[src/hdl/acs_consts.svh]
`ifndef ACS_CONSTS_SVH
`define ACS_CONSTS_SVH

// Register indices; byte address is four times the index
`define ACS_IDX_STATUS   10'h001
`define ACS_IDX_CH0      10'h010
`define ACS_IDX_CH1      10'h011
`define ACS_IDX_CH2      10'h012
`define ACS_IDX_CH3      10'h013
`define ACS_IDX_SETUP0   10'h020

// Reset values
`define ACS_CH0_RST      16'h0001
`define ACS_CHN_RST      16'h0001
`define ACS_SETUP0_RST   16'h1320

// Writable bits; all others read back as zero
`define ACS_CH_WMASK     16'hB3FF
`define ACS_SETUP_WMASK  16'h1F30

// Channel register fields
`define ACS_CH_EN_BIT    15
`define ACS_CH_SSEL_LSB  12
`define ACS_CH_POS_LSB   5
`define ACS_CH_NEG_LSB   0

// Setup register fields
`define ACS_SU_CODE_BIT  12
`define ACS_SU_REFP_BIT  11
`define ACS_SU_REFN_BIT  10
`define ACS_SU_AINP_BIT  9
`define ACS_SU_AINN_BIT  8
`define ACS_SU_RSEL_LSB  4

// Input source codes
`define ACS_SRC_ANALOG_INPUT_0     5'h00
`define ACS_SRC_ANALOG_INPUT_4     5'h04
`define ACS_SRC_TEMP_P   5'h11
`define ACS_SRC_TEMP_N   5'h12
`define ACS_SRC_SUP_P    5'h13
`define ACS_SRC_SUP_N    5'h14
`define ACS_SRC_REF_P    5'h15
`define ACS_SRC_REF_N    5'h16

`endif

[src/hdl/acs_pkg.sv]
`include "acs_consts.svh"

package acs_pkg;

  typedef struct packed {
    logic       channel_enable;
    logic [1:0] setup_select;
    logic [4:0] positive_input_select;
    logic [4:0] negative_input_select;
  } acs_chan_t;

  typedef struct packed {
    logic       output_coding_select;
    logic       ref_pos_buffer_enable;
    logic       ref_neg_buffer_enable;
    logic       ain_pos_buffer_enable;
    logic       ain_neg_buffer_enable;
    logic [1:0] ref_source_select;
  } acs_setup_t;

  // One-hot mux drive: 0..4 analog inputs, 5/6 temp, 7/8 supply/5, 9/10 ref
  typedef struct packed {
    logic        valid;
    logic [10:0] onehot;
  } acs_route_t;

  typedef enum logic [1:0] {
    ACS_SCAN_IDLE = 2'b01,
    ACS_SCAN_RUN  = 2'b10
  } acs_scan_t;

  // Reserved codes leave every switch open
  function automatic acs_route_t acs_src_decode(input logic [4:0] code);
    acs_route_t r;
    r = '0;
    r.valid = 1'b1;
    if (code <= `ACS_SRC_ANALOG_INPUT_4) begin
      r.onehot[code[2:0]] = 1'b1;
    end else if (code >= `ACS_SRC_TEMP_P && code <= `ACS_SRC_REF_N) begin
      r.onehot[4'(code - `ACS_SRC_TEMP_P) + 4'h5] = 1'b1;
    end else begin
      r.valid = 1'b0;
    end
    return r;
  endfunction

  // Byte-lane write merge, only writable bits change
  function automatic logic [15:0] acs_merge(input logic [15:0] old,
                                            input logic [15:0] wdata,
                                            input logic [1:0]  strb,
                                            input logic [15:0] wmask);
    logic [15:0] lanes;
    lanes = {{8{strb[1]}}, {8{strb[0]}}} & wmask;
    return (old & ~lanes) | (wdata & lanes);
  endfunction

endpackage

[src/hdl/acs_chan_reg.sv]
`timescale 1ns/1ps
`include "acs_consts.svh"

module acs_chan_reg #(
  parameter logic [15:0] RST = `ACS_CHN_RST
) (
  input  wire logic              pclk,
  input  wire logic              presetn,
  input  wire logic              wr_en,
  input  wire logic [15:0]       wdata,
  input  wire logic [1:0]        wstrb,
  output logic [15:0]            rdata,
  output acs_pkg::acs_chan_t     chan,
  output acs_pkg::acs_route_t    pos_route,
  output acs_pkg::acs_route_t    neg_route
);

  logic [15:0] reg_q;

  // Reserved bits never latch, so they read zero
  always_ff @(posedge pclk or negedge presetn) begin
    if (!presetn) begin
      reg_q <= RST;
    end else if (wr_en) begin
      reg_q <= acs_pkg::acs_merge(reg_q, wdata, wstrb, `ACS_CH_WMASK);
    end
  end

  assign rdata = reg_q;

  // Same layout on every channel
  assign chan.channel_enable        = reg_q[`ACS_CH_EN_BIT];
  assign chan.setup_select          = reg_q[`ACS_CH_SSEL_LSB +: 2];
  assign chan.positive_input_select = reg_q[`ACS_CH_POS_LSB +: 5];
  assign chan.negative_input_select = reg_q[`ACS_CH_NEG_LSB +: 5];

  // Both selects share one source encoding
  assign pos_route = acs_pkg::acs_src_decode(chan.positive_input_select);
  assign neg_route = acs_pkg::acs_src_decode(chan.negative_input_select);

endmodule

[src/hdl/acs_regs.sv]
// Chosen here: register access over APB.
`timescale 1ns/1ps
`include "acs_consts.svh"

// Operation
// - Negative select routes negative input, listed codes
// - First channel negative select resets to one
// - Channels at 0x11-0x13 reset to 0x0001
// - Further channels share first channel field layout
// - Setup zero at 0x20, resets 0x1320
// - Setup register is 16 bits wide
// - Setup bits 15:13 reserved, read zero
// - Bit 12 picks unipolar or bipolar coding
// - Bit 11 enables positive reference buffer
// - Bit 10 enables negative reference buffer
// - Positive select in bits 9:5, same codes
module acs_regs (
  input  wire logic              pclk,
  input  wire logic              presetn,
  input  wire logic              psel,
  input  wire logic              penable,
  input  wire logic              pwrite,
  input  wire logic [11:0]       paddr,
  input  wire logic [31:0]       pwdata,
  input  wire logic [3:0]        pstrb,
  output logic [31:0]            prdata,
  output logic                   pready,
  output logic                   pslverr,
  input  wire logic              conv_done,
  output acs_pkg::acs_chan_t [3:0]  chan_cfg,
  output acs_pkg::acs_route_t [3:0] chan_pos_route,
  output acs_pkg::acs_route_t [3:0] chan_neg_route,
  output acs_pkg::acs_setup_t    setup0_cfg,
  output logic                   scan_active,
  output logic [1:0]             active_chan,
  output logic [1:0]             active_setup_sel,
  output acs_pkg::acs_route_t    active_pos_route,
  output acs_pkg::acs_route_t    active_neg_route
);

  // Bus decode
  logic [9:0]        idx;
  logic              aligned;
  logic              hit_status;
  logic              hit_setup;
  logic [3:0]        hit_ch;
  logic              mapped;
  logic              setup_phase;
  logic              access_phase;
  logic              wr_ok;
  logic [31:0]       rd_mux;
  logic [31:0]       prdata_q;

  // Register storage outputs
  logic [15:0]       ch_rdata [4];
  logic [15:0]       setup_rdata;
  logic [3:0]        ch_wr;
  logic              setup_wr;
  logic [3:0]        en_mask;

  // Scan state
  acs_pkg::acs_scan_t  scan_q;
  acs_pkg::acs_scan_t  scan_d;
  logic [1:0]          cur_q;
  logic [1:0]          cur_d;
  logic                bad_route_q;
  acs_pkg::acs_route_t pos_out_q;
  acs_pkg::acs_route_t neg_out_q;
  logic [1:0]          ssel_q;
  logic [15:0]         status_word;

  // Next enabled channel after cur, wrapping; cur itself comes last
  function automatic logic [1:0] next_chan(input logic [3:0] en,
                                           input logic [1:0] cur);
    logic [1:0] pick;
    logic       found;
    logic [1:0] cand;
    pick  = cur;
    found = 1'b0;
    for (int i = 1; i <= 4; i++) begin
      cand = 2'(cur + 2'(i));
      if (!found && en[cand]) begin
        pick  = cand;
        found = 1'b1;
      end
    end
    return pick;
  endfunction

  // Printed offsets are word indices; low address bits must be zero
  assign idx     = paddr[11:2];
  assign aligned = (paddr[1:0] == 2'h0);

  // Address map
  always_comb begin
    hit_status = aligned && (idx == `ACS_IDX_STATUS);
    hit_setup  = aligned && (idx == `ACS_IDX_SETUP0);
    hit_ch[0]  = aligned && (idx == `ACS_IDX_CH0);
    hit_ch[1]  = aligned && (idx == `ACS_IDX_CH1);
    hit_ch[2]  = aligned && (idx == `ACS_IDX_CH2);
    hit_ch[3]  = aligned && (idx == `ACS_IDX_CH3);
  end

  assign mapped = hit_status | hit_setup | (|hit_ch);

  // Two-phase transfer, zero wait states
  assign setup_phase  = psel & ~penable;
  assign access_phase = psel & penable;
  assign pready       = access_phase;

  // Unmapped address or write to the read-only status word
  assign pslverr = access_phase & (~mapped | (pwrite & hit_status));

  // Writes land only at the completing edge
  assign wr_ok    = access_phase & pwrite & ~pslverr;
  assign ch_wr    = {4{wr_ok}} & hit_ch;
  assign setup_wr = wr_ok & hit_setup;

  // Channel 0 keeps its own reset value
  acs_chan_reg #(
    .RST (`ACS_CH0_RST)
  ) u_ch0 (
    .pclk      (pclk),
    .presetn   (presetn),
    .wr_en     (ch_wr[0]),
    .wdata     (pwdata[15:0]),
    .wstrb     (pstrb[1:0]),
    .rdata     (ch_rdata[0]),
    .chan      (chan_cfg[0]),
    .pos_route (chan_pos_route[0]),
    .neg_route (chan_neg_route[0])
  );

  // Channels 1 to 3 share one reset value and one layout
  for (genvar g = 1; g < 4; g++) begin : g_ch
    acs_chan_reg #(
      .RST (`ACS_CHN_RST)
    ) u_ch (
      .pclk      (pclk),
      .presetn   (presetn),
      .wr_en     (ch_wr[g]),
      .wdata     (pwdata[15:0]),
      .wstrb     (pstrb[1:0]),
      .rdata     (ch_rdata[g]),
      .chan      (chan_cfg[g]),
      .pos_route (chan_pos_route[g]),
      .neg_route (chan_neg_route[g])
    );
  end

  acs_setup_reg u_setup0 (
    .pclk    (pclk),
    .presetn (presetn),
    .wr_en   (setup_wr),
    .wdata   (pwdata[15:0]),
    .wstrb   (pstrb[1:0]),
    .rdata   (setup_rdata),
    .setup   (setup0_cfg)
  );

  // Enable bits of all channels
  always_comb begin
    for (int i = 0; i < 4; i++) begin
      en_mask[i] = chan_cfg[i].channel_enable;
    end
  end

  // Status word: active channel, running, bad code, enable mask
  assign status_word = {8'h00, en_mask, bad_route_q,
                        (scan_q == acs_pkg::ACS_SCAN_RUN), cur_q};

  // Read mux; unmapped reads return zero
  always_comb begin
    rd_mux = 32'h0000_0000;
    if (hit_status) begin
      rd_mux = {16'h0000, status_word};
    end else if (hit_setup) begin
      rd_mux = {16'h0000, setup_rdata};
    end else begin
      for (int i = 0; i < 4; i++) begin
        if (hit_ch[i]) begin
          rd_mux = {16'h0000, ch_rdata[i]};
        end
      end
    end
  end

  // Read data captured in the setup cycle, stable through access
  always_ff @(posedge pclk or negedge presetn) begin
    if (!presetn) begin
      prdata_q <= 32'h0000_0000;
    end else if (setup_phase && !pwrite) begin
      prdata_q <= rd_mux;
    end
  end

  assign prdata = prdata_q;

  // Scan sequencer: idle with nothing enabled, else round robin
  always_comb begin
    scan_d = scan_q;
    cur_d  = cur_q;
    unique case (scan_q)
      acs_pkg::ACS_SCAN_IDLE: begin
        if (|en_mask) begin
          scan_d = acs_pkg::ACS_SCAN_RUN;
          cur_d  = next_chan(en_mask, 2'h3);
        end
      end
      acs_pkg::ACS_SCAN_RUN: begin
        if (!(|en_mask)) begin
          scan_d = acs_pkg::ACS_SCAN_IDLE;
        end else if (conv_done || !en_mask[cur_q]) begin
          // A disabled current channel is left at once, not after a result
          cur_d = next_chan(en_mask, cur_q);
        end
      end
      default: begin
        scan_d = acs_pkg::ACS_SCAN_IDLE;
      end
    endcase
  end

  // Scan state register
  always_ff @(posedge pclk or negedge presetn) begin
    if (!presetn) begin
      scan_q <= acs_pkg::ACS_SCAN_IDLE;
      cur_q  <= 2'h0;
    end else begin
      scan_q <= scan_d;
      cur_q  <= cur_d;
    end
  end

  // Mux drive for the active channel; open while idle
  always_ff @(posedge pclk or negedge presetn) begin
    if (!presetn) begin
      pos_out_q <= '0;
      neg_out_q <= '0;
      ssel_q    <= 2'h0;
    end else if (scan_d == acs_pkg::ACS_SCAN_RUN) begin
      pos_out_q <= chan_pos_route[cur_d];
      neg_out_q <= chan_neg_route[cur_d];
      ssel_q    <= chan_cfg[cur_d].setup_select;
    end else begin
      pos_out_q <= '0;
      neg_out_q <= '0;
      ssel_q    <= 2'h0;
    end
  end

  // Reserved source code on the active channel, reported only
  always_ff @(posedge pclk or negedge presetn) begin
    if (!presetn) begin
      bad_route_q <= 1'b0;
    end else if (scan_d == acs_pkg::ACS_SCAN_RUN) begin
      bad_route_q <= ~chan_pos_route[cur_d].valid
                   | ~chan_neg_route[cur_d].valid;
    end else begin
      bad_route_q <= 1'b0;
    end
  end

  assign scan_active      = (scan_q == acs_pkg::ACS_SCAN_RUN);
  assign active_chan      = cur_q;
  assign active_setup_sel = ssel_q;
  assign active_pos_route = pos_out_q;
  assign active_neg_route = neg_out_q;

endmodule

[src/hdl/acs_setup_reg.sv]
`timescale 1ns/1ps
`include "acs_consts.svh"

module acs_setup_reg (
  input  wire logic              pclk,
  input  wire logic              presetn,
  input  wire logic              wr_en,
  input  wire logic [15:0]       wdata,
  input  wire logic [1:0]        wstrb,
  output logic [15:0]            rdata,
  output acs_pkg::acs_setup_t    setup
);

  logic [15:0] reg_q;

  // Bits 15:13 and read-only bits are masked off on write
  always_ff @(posedge pclk or negedge presetn) begin
    if (!presetn) begin
      reg_q <= `ACS_SETUP0_RST;
    end else if (wr_en) begin
      reg_q <= acs_pkg::acs_merge(reg_q, wdata, wstrb, `ACS_SETUP_WMASK);
    end
  end

  assign rdata = reg_q;

  assign setup.output_coding_select  = reg_q[`ACS_SU_CODE_BIT];
  assign setup.ref_pos_buffer_enable = reg_q[`ACS_SU_REFP_BIT];
  assign setup.ref_neg_buffer_enable = reg_q[`ACS_SU_REFN_BIT];
  assign setup.ain_pos_buffer_enable = reg_q[`ACS_SU_AINP_BIT];
  assign setup.ain_neg_buffer_enable = reg_q[`ACS_SU_AINN_BIT];
  assign setup.ref_source_select     = reg_q[`ACS_SU_RSEL_LSB +: 2];

endmodule

[config.mk]
export PLATFORM = sky130hd
export DESIGN_NAME = acs_regs
export DESIGN_NICKNAME = d
export VERILOG_FILES = /design/src/hdl/acs_pkg.sv /design/src/hdl/acs_chan_reg.sv /design/src/hdl/acs_regs.sv /design/src/hdl/acs_setup_reg.sv
export VERILOG_INCLUDE_DIRS = /design/src /design/src/hdl
export SDC_FILE = /design/constraint.sdc
export NUM_CORES = 1
export LEC_CHECK = 0
export BUFFER_PORTS_ARGS = -buffer_cell sky130_fd_sc_hd__buf_2
export CAP_MARGIN = 10
export CORE_ASPECT_RATIO = 0.75
export CORE_MARGIN = 2
export CORE_UTILIZATION = 46
export DETAILED_ROUTE_END_ITERATION = 16
export GPL_ROUTABILITY_DRIVEN = 0
export HOLD_SLACK_MARGIN = 0.02
export PLACE_DENSITY = 0.78
export SYNTH_ARGS = -nofsm -noshare
export SYNTH_HDL_FRONTEND = slang
export SYNTH_HIERARCHICAL = 1
export SYNTH_SLANG_ARGS = --single-unit
export TNS_END_PERCENT = 1
[constraint.sdc]
create_clock -name pclk -period 2.39 [get_ports pclk]
set_input_delay 0.1195 -clock pclk [delete_from_list [all_inputs] [get_ports pclk]]
set_output_delay 0.1195 -clock pclk [all_outputs]
set_load 0.01 [all_outputs]
* Word-level counts from Yosys, hierarchy flattened *
Cells that the tools add are included.
W data, S select, Z words.

operators by class
  add/sub/neg operators = 19
  magnitude comparators = 61
  equal/unequal tests = 9
  multiplexer cells = 124
  bitwise gates (word level) = 31
  reductions and logical operators = 49

operators with widths
  kind                   count
  $mux W11               16
  $mux W32               4
  $and A16 B16 Y16       6
  $or A16 B16 Y16        5
  $mux W12               5
  $mux W1                58
  $bmux W12 S2           2
  $eq A10 B5 Y1 const B  4
  $ge A5 B5 Y1 const B   8
  $le A5 B3 Y1 const B   8
  $le A5 B5 Y1 const B   8
  $lt A3 B5 Y1 const B   8
  $lt A4 B5 Y1 const B   8
  $logic_and A1 B1 Y1    37
  $add A4 B3 Y4 const B  8
  $demux W1 S4           8
  $ge A4 B1 Y1 const B   8
  $mux W16               2
  $sub A4 B1 Y4 const B  8
  $mux W2                14
  $bmux W13 S2           1
  $demux W1 S3           8
  $ge A3 B1 Y1 const B   8
  $and A16 B13 Y16       1
  other kinds (19)       50

word-level totals
  register bits after elaboration = 143
  bits of input ports = 54
  output and inout bits = 218
  word-level logic and storage cells = 307

* Logic depth before layout (Yosys ltp) *
Gate-level depths: netlist of run 1.

  depth in word-level cells = 30
  mapped depth = 10
  gate-level depth less buffers = 8

* Cells and area by module *
The synthesis of run 1 kept the hierarchy.

by module, submodules not included
  module                           instances  cells an instance  area an instance (µm²)  seq. area each (µm²)
  acs_regs                         1          323                3509.6                  1177.4
  acs_chan_reg (g_ch[1].u_ch ...)  3          95                 857.1                   326.6
  acs_chan_reg (u_ch0)             1          92                 857.1                   326.6
  acs_setup_reg                    1          33                 392.9                   180.2

* Worst setup path before layout of run 1 *
Ideal clock, no wire load.

  path kind = register to register
  start point = reg scan_q[0]
  end point = reg neg_out_q, in the netlist active_neg_route[0]
  setup time = 0.129 ns
  data arrival time = 2.304 ns
  data required time = 2.261 ns
  path slack = -0.043 ns
  cell stages (with the launch flop) = 11
  path buffers = 3
  clock period less this slack = 2.433 ns
  cell sequence = dfstp_2 -> inv_1 -> ha_1 -> clkbuf_1 -> a2111oi_0 -> a211oi_1 -> mux2i_1 -> buf_4 -> buf_2 -> mux2i_1 -> o22ai_2

between the ends
  word-level cells in the longest chain between the ends = 5
  elaborated cells on any way between the ends = 10
  classes of those cells = eq/ne: 3; mux: 7

ends and longest elaborated chain
  item                                          line             source
  from (decl)                                   acs_regs.sv:62   acs_pkg::acs_scan_t scan_q;
  from (signal assigned)                        acs_regs.sv:227  scan_q <= acs_pkg::ACS_SCAN_IDLE;
  from (signal assigned)                        acs_regs.sv:230  scan_q <= scan_d;
  $eq A2 B2 Y1 or $eq A2 B1 Y1 (tied branches)  acs_regs.sv:203  unique case (scan_q)
  $pmux W2 S2                                   acs_regs.sv:203
  $bmux W12 S2                                  acs_regs.sv:243  neg_out_q <= chan_neg_route[cur_d];
  $mux W12 (not written as such)                acs_regs.sv:243
  $mux W12 (*)                                  acs_regs.sv:241  end else if (scan_d == acs_pkg::ACS_SCAN_RUN) begin
  to (signal assigned)                          acs_regs.sv:243
  to (decl)                                     acs_regs.sv:68   acs_pkg::acs_route_t neg_out_q;

Every way passes the cells marked *; elsewhere a longest branch is shown, timed or not. The select of a mux whose other input is x is not followed.
A chain may end at the register's enable or synchronous reset.

==> results of run 1 <==
[critical path: cells and delay by family, from the launching register on]
kind	cells	cell delay, ns
flops	1	0.44
mux	2	0.64
buf+inv	2	0.32
simple gates	2	0.68
compound gates	2	0.25
[layer usage]
metal,vias up,wire (µm),GRT usage (%)
li1,2911,-,-
met1,3273,10500,38.0
met2,341,11000,40.8
met3,34,1800,5.69
met4,0,390,6.23
met5,-,0,0
[Yosys cell counts (all sizes together) (5+ instances only)]
cell type | count | area [µm²]
conb | 6 | 22.5
or2 | 5 | 31.3
clkbuf | 12 | 48.8
nand2b | 21 | 134
buf | 127 | 917
mux4 | 16 | 360
or3 | 11 | 73.8
a211oi | 9 | 72.6
nor3b | 7 | 57.6
nand2 | 52 | 198
nor2 | 80 | 300
nor3 | 26 | 130
dfrtp | 97 | 2430
a21oi | 6 | 30.0
mux2 | 60 | 679
o21ai | 19 | 98.9
a222oi | 8 | 80.1
maj3 | 7 | 78.8
dfstp | 9 | 236
inv | 16 | 60.1
mux2i | 55 | 551
a22oi | 9 | 72.6
o22ai | 26 | 288
nor4 | 15 | 100
[cell type report]
type                       instances  area, µm²
multi-input combinational        503       3970
timing repair buffer             308       1950
clock buffer                       9        225
sequential                       106       2670
fill                            1297       6170
inverter                          16       60.1
clock inverter                     7        118
tap                              205        256
[cells by family (layout without fill, tap and decap cells)]
kind of cell,Yosys count,in the layout
other cells,6,37
buf+inv,155,340
compound gates,91,91
mux,131,131
fa+ha+maj,9,9
simple gates,235,235
flops,106,106
[repair_timing]
item                                    4_1_cts  5_1_grt
endpoints found under the setup margin       27       27
pin swaps                                     0        9
cloned                                        1        3
endpoints found under the hold margin        48        0
hold buffers                                  3        0
buffers inserted                              0       14
gates resized for setup                      14       35
[report_power, final]
group,switching [mW],leakage (nW),internal (mW),total [mW]
clock network,0.717,0.169,1.03,1.74
logic,0.246,3.26,0.185,0.432
registers,0.00783,1.44,1.81,1.82
total,0.971,4.87,3.02,3.99
[worst max-delay path by stage]
stage | to | slack (ns) | start
finish | active_pos_route[8] | -0.06 | flop
detailed placement | active_neg_route[5] | -0.13 | scan_q[0]
global route | active_pos_route[8] | -0.13 | flop
floorplan | active_neg_route[0] | 0.003 | scan_q[0]
global placement | active_pos_route[10] | -0.05 | scan_q[0]
CTS | active_neg_route[11] | -0.05 | flop
==> reports/summary.txt, run 1 <==
=====================================================================================
Status                                                                   finished, violations left
Violations in the final reports                                          setup timing
Number of global-route vias before repair                                        6078
Crit path max fanout                                                                5
Async S/R FF share, synth                                                        100%
Detailed Routing Iterations Pass 1                                                  5
Depth of the CTS H-tree                                                             3
DR iter-0 viols                                                                   513
Clock latency of the later-clocked register in the worst-skew pair            0.36 ns
Clock-pin slew on the worst setup and hold paths                              0.07 ns
Starting Density                                                                47.5%
Post-Syn Area per Cell                                                       10.0 µm²
Max Clock Skew                                                             0.00634 ns
CTS tree                                                                         done
Total leakage power                                                           4.87 nW
Number of top-level design ports                                                  272
Cell Chain, Critical Path                                                or4_4, o31a_1, nand4_4, mux2i_4, buf_6, clkbuf_16, mux2i_1, o22ai_2
Worst setup EP type                                                              flop
Synthesized cell area                                                        7330 µm²
First-pass GRT wire length                                                   34200 µm
Number of buffers between clock root and the deepest sink                           2
Total number of yosys warnings                                                      6
GR Util All Layers                                                              26.3%
Die Footprint                                                               17000 µm²
Pin count of the biggest net entering global routing                               57
Final routed wire length divided by cell count                                20.5 µm
Root buffer cell                                                            clkbuf_16
Number of placed cells counting well taps                                        1118
Data arrival, critical path                                                   2.69 ns
Period utilisation layout                                                        103%
Layout cell share with drive strength beyond 1                                  51.3%
Post-DRT Antenna Nets                                                               0
Final core occ                                                                  60.0%
Critical Path RT                                                              2.63 ns
Delay contributed by the slowest stage of the critical path                   0.54 ns
Peak ir drop on the vdd network                                              0.426 mV
Complex-gate fraction of the synthesized area                                   10.4%
Count of distinct cell types in the synthesized netlist                            62
Layout overhead on the synthesized area                                         26.2%
Worst Min Path Start                                                       pwdata[13]
RSZ-0062 raised after global routing                                             true
Post-route worst hold slack                                                 0.0480 ns
Number of cells on the worst reg-to-reg path                                        8
Number of flops mapped to enable cells by yosys                                     0
Post-route insts no fill                                                         1154
Largest family of logic cells by synthesized area                        multiplexers
Parity-gate share of the synthesized area counting xor and xnor cells              0%
Final setup vio count                                                              19
Total Neg Setup Slack                                                       -0.394 ns
Internal reg-to-reg setup slack                                              -0.06 ns
Top library cells by usage in the layout, fill and taps aside            buf_2 (235), dfrtp_1 (94), nor2_1 (79)
Highest attainable clock frequency                                          0.408 GHz
# clock sinks                                                                     106
Clock period minus final worst setup slack                                    2.45 ns
Post-placement cell area                                                     8450 µm²
Via count of the routed design                                                   6559
Count of maximum capacitance violations                                             0
Final WL                                                                     23700 µm
Total power density per cell area                                          431 nW/µm²
Total of buffers placed on input and output ports                                 236
Row count                                                                          39
Count of state elements after synthesis                                           106
DP HPWL                                                                      17200 µm
Type of element launching the critical path                                      flop
Number of buffers created by CTS                                                    9
Post-synthesis share of cell area spent on and, or, nand and nor gates          15.8%
Remaining design rule violation count                                               0
Hold Path Class                                                             in -> reg
Critical-path cell with the highest stage delay                                 or4_4
Crit path setup slack, layout                                              -0.0637 ns
Antenna violations before repair                                                    0
Type of the worst setup path                                               reg -> reg
Adder-cell share of the synthesized area                                        1.42%
Most common library cell in the layout ignoring fill and taps                   buf_2
Area of the core                                                            15400 µm²
Antenna cell count                                                                  0
Die width                                                                      150 µm
Per-cell via count in the routed design                                          5.68
Final global-route overflow total                                                   0
Total Power Consumption                                                       3.99 mW
Post-synthesis sequential area ratio                                            36.3%
NumNets Final                                                                    1000
Instance count of the mapped netlist                                              733
Transition time at the pin with the least slew margin                        0.867 ns
Mux contribution to synthesized area                                            21.7%
Die H                                                                          113 µm
Post-route standard cell area excluding fillers                              9250 µm²
Final Max Slew Viols                                                                0
Dominant register cell in the synthesized netlist                             dfrtp_1
Post-placement setup slack                                                  -0.126 ns
Critical R2R Capture                                                     active_pos_route[8]
Tightest slew margin relative to the limit                                      42.1%
Count of final hold-check violations                                                0
Cells on Worst Hold Path                                                            2
=====================================================================================
(Power assumes the default switching activity.)
==> inputs of run 2 (changes only) <==
--- a/config.mk
+++ b/config.mk
@@ -14,7 +14,7 @@
 export DETAILED_ROUTE_END_ITERATION = 16
 export GPL_ROUTABILITY_DRIVEN = 0
 export HOLD_SLACK_MARGIN = 0.02
-export PLACE_DENSITY = 0.78
+export PLACE_DENSITY = 0.81
 export SYNTH_ARGS = -nofsm -noshare
 export SYNTH_HDL_FRONTEND = slang
 export SYNTH_HIERARCHICAL = 1
==> run 2 against run 1 <==
Design area shrank 2.5%. Sequential share of layout area rose by 0.72 points. Total power shrank 3.2%. Combinational power decreased by 13%. Worst setup slack worse by 0.028 ns. Hold slack got worse by 0.0079 ns. Global-route usage grew 0.087 points. Sequential power is essentially flat. Maximum frequency down 1.1%. The flow still finishes with violations (setup timing). Critical path type unchanged. Die area unchanged.
==> reports/summary.txt, run 2 (synthesis results as in run 1) <==
=================================================================================
Root buffer cell                                                        clkbuf_16
Detailed Routing Iterations Pass 1                                              7   +2
Clock period minus final worst setup slack                                2.48 ns   +0.0278 ns
Worst Min Path Start                                                   pwdata[13]
CTS tree                                                                     done
Die H                                                                      113 µm   unchanged
Total Neg Setup Slack                                                    -1.14 ns   -0.750 ns
Type of element launching the critical path                                  flop
Transition time at the pin with the least slew margin                    0.892 ns   +0.0254 ns
Type of the worst setup path                                           reg -> reg
Critical R2R Capture                                                  bad_route_q
Die width                                                                  150 µm   unchanged
Layout overhead on the synthesized area                                     23.0%
Critical Path RT                                                          2.66 ns   +0.03 ns
Cells on Worst Hold Path                                                        2   unchanged
Post-placement setup slack                                              -0.175 ns   -0.0484 ns
# clock sinks                                                                 106   unchanged
Clock-pin slew on the worst setup and hold paths                          0.07 ns   about the same
Number of global-route vias before repair                                    6045   -0.54%
Number of buffers and inverters on the critical path                            1   -1
First-pass GRT wire length                                               34500 µm   +0.97%
DR iter-0 viols                                                               605   +18%
Final core occ                                                              58.5%   -1.5 points
Depth of the CTS H-tree                                                         3   unchanged
Post-DRT Antenna Nets                                                           0   unchanged
Clock latency of the later-clocked register in the worst-skew pair        0.36 ns   about the same
Internal reg-to-reg setup slack                                          -0.09 ns   -0.03 ns
Antenna violations before repair                                                0   unchanged
Via count of the routed design                                               6460   -1.5%
Total power density per cell area                                      428 nW/µm²   -0.74%
Number of buffers created by CTS                                                9   unchanged
Area of the core                                                        15400 µm²   unchanged
Highest attainable clock frequency                                      0.403 GHz   -1.1%
Cell Chain, Critical Path                                            and3b_1, o211ai_1, nand4_4, o31a_1, or3b_4, buf_12, o32ai_4
Final WL                                                                 22700 µm   -4.2%
Number of cells on the worst reg-to-reg path                                    7   -1
RSZ-0062 raised after global routing                                         true
Peak ir drop on the vdd network                                          0.352 mV   -17%
Remaining design rule violation count                                           0   unchanged
Data arrival, critical path                                               2.75 ns   +0.06 ns
Crit path setup slack, layout                                          -0.0915 ns   -0.0278 ns
Top library cells by usage in the layout, fill and taps aside        buf_2 (235), dfrtp_1 (95), nor2_1 (79)
Final global-route overflow total                                               0   unchanged
NumNets Final                                                                 992   -0.80%
Die Footprint                                                           17000 µm²   unchanged
Critical-path cell with the highest stage delay                           dfrtp_1
Antenna cell count                                                              0   unchanged
Violations in the final reports                                      setup timing
DP HPWL                                                                  17000 µm   -1.3%
Total of buffers placed on input and output ports                             236   unchanged
Final setup vio count                                                          25   +6
Delay contributed by the slowest stage of the critical path               0.45 ns   -0.09 ns
Tightest slew margin relative to the limit                                  40.4%   -1.7 points
Worst setup EP type                                                          flop
Layout cell share with drive strength beyond 1                              49.3%   -2.0 points
Period utilisation layout                                                    104%   +1.2 points
Most common library cell in the layout ignoring fill and taps               buf_2
Crit path max fanout                                                           14   +9
Number of top-level design ports                                              272   unchanged
Hold Path Class                                                         in -> reg
Count of maximum capacitance violations                                         0   unchanged
Final Max Slew Viols                                                            0   unchanged
Max Clock Skew                                                         0.00679 ns   +0.000453 ns
Starting Density                                                            47.5%   unchanged
Row count                                                                      39   unchanged
Per-cell via count in the routed design                                      5.64   -0.82%
Status                                                               finished, violations left
Final routed wire length divided by cell count                            19.8 µm   -3.5%
Dominant delay contributor by cell family on the critical path       compound AO/OA/AOI/OAI gates
Pin count of the biggest net entering global routing                           49   -14%
Total leakage power                                                       4.83 nW   -0.98%
Number of buffers between clock root and the deepest sink                       2   unchanged
Count of final hold-check violations                                            0   unchanged
GR Util All Layers                                                          26.4%   +0.087 points
=================================================================================
==> run 2: cell types whose count changed in the layout (fill, tap and decap cells not counted), moves of 2 or more <==
cell and change:
mux2i_1 +8, mux2i_2 -8, buf_6 -4, buf_12 -3
buf_4 +3, clkbuf_16 -3, clkinv_2 -2, o22ai_1 +2
o22ai_2 -2
==> run 2: timing repair <==
action	CTS	global route
pin swaps	3	3
buffers inserted	6	8
hold buffers	3	0
cloned	1	0
endpoints found under the setup margin	27	27
endpoints found under the hold margin	27	0
gates resized for setup	16	10
==> run 2: final cells by class <==
class	instances	area, µm²
tap	205	256
fill	1354	6400
multi-input combinational	503	3900
sequential	106	2670
clock buffer	10	239
clock inverter	6	97.6
inverter	16	60.1
timing repair buffer	300	1800
==> run 2: layer usage <==
| layer | vias up | GRT usage (%) | share of wire [%] |
|---|---|---|---|
| met5 | - | 0 | 0 |
| met4 | 0 | 5.72 | 1.7 |
| met3 | 34 | 5.89 | 8.2 |
| met2 | 317 | 40.6 | 46 |
| met1 | 3212 | 38.4 | 44 |
| li1 | 2897 | - | - |
==> run 2: stage by stage <==
step	std cells	total power [mW]	hold slack, ns	area, µm²
2_1_floorplan	764	2.05	-0.176	7450
3_3_place_gp	1112	2.15	0.0576	8380
3_5_place_dp	1112	2.16	0.0559	8380
4_1_cts	1138	3.89	0.0286	8910
5_1_grt	1146	4.01	0.0420	9020
6_report	1146	3.86	0.0401	9020
==> run 2: worst reg2reg max path, stage by stage, from the launching register on <==
cell      delay (ns)
dfrtp_1         0.45
and3b_1         0.20
o211ai_1        0.33
nand4_4         0.20
o31a_1          0.37
or3b_4          0.40
buf_12          0.17
o32ai_4         0.26
==> run 2: where the power goes <==
group	switching (mW)	leakage, nW	internal, mW
registers	0.00855	1.45	1.81
logic	0.222	3.22	0.153
clock network	0.708	0.165	0.962
total	0.938	4.83	2.92
==> run 2: worst max-delay path by stage <==
stage / cells after the start / start / slack [ns] / end
floorplan: 10 / scan_q[0] / 0.003 / active_neg_route[0]
global placement: 7 / active_chan[0] / -0.06 / bad_route_q
detailed placement: 9 / scan_q[0] / -0.17 / bad_route_q
CTS: 9 / scan_q[0] / -0.04 / bad_route_q
global route: 7 / active_chan[0] / -0.19 / bad_route_q
finish: 7 / flop / -0.09 / bad_route_q
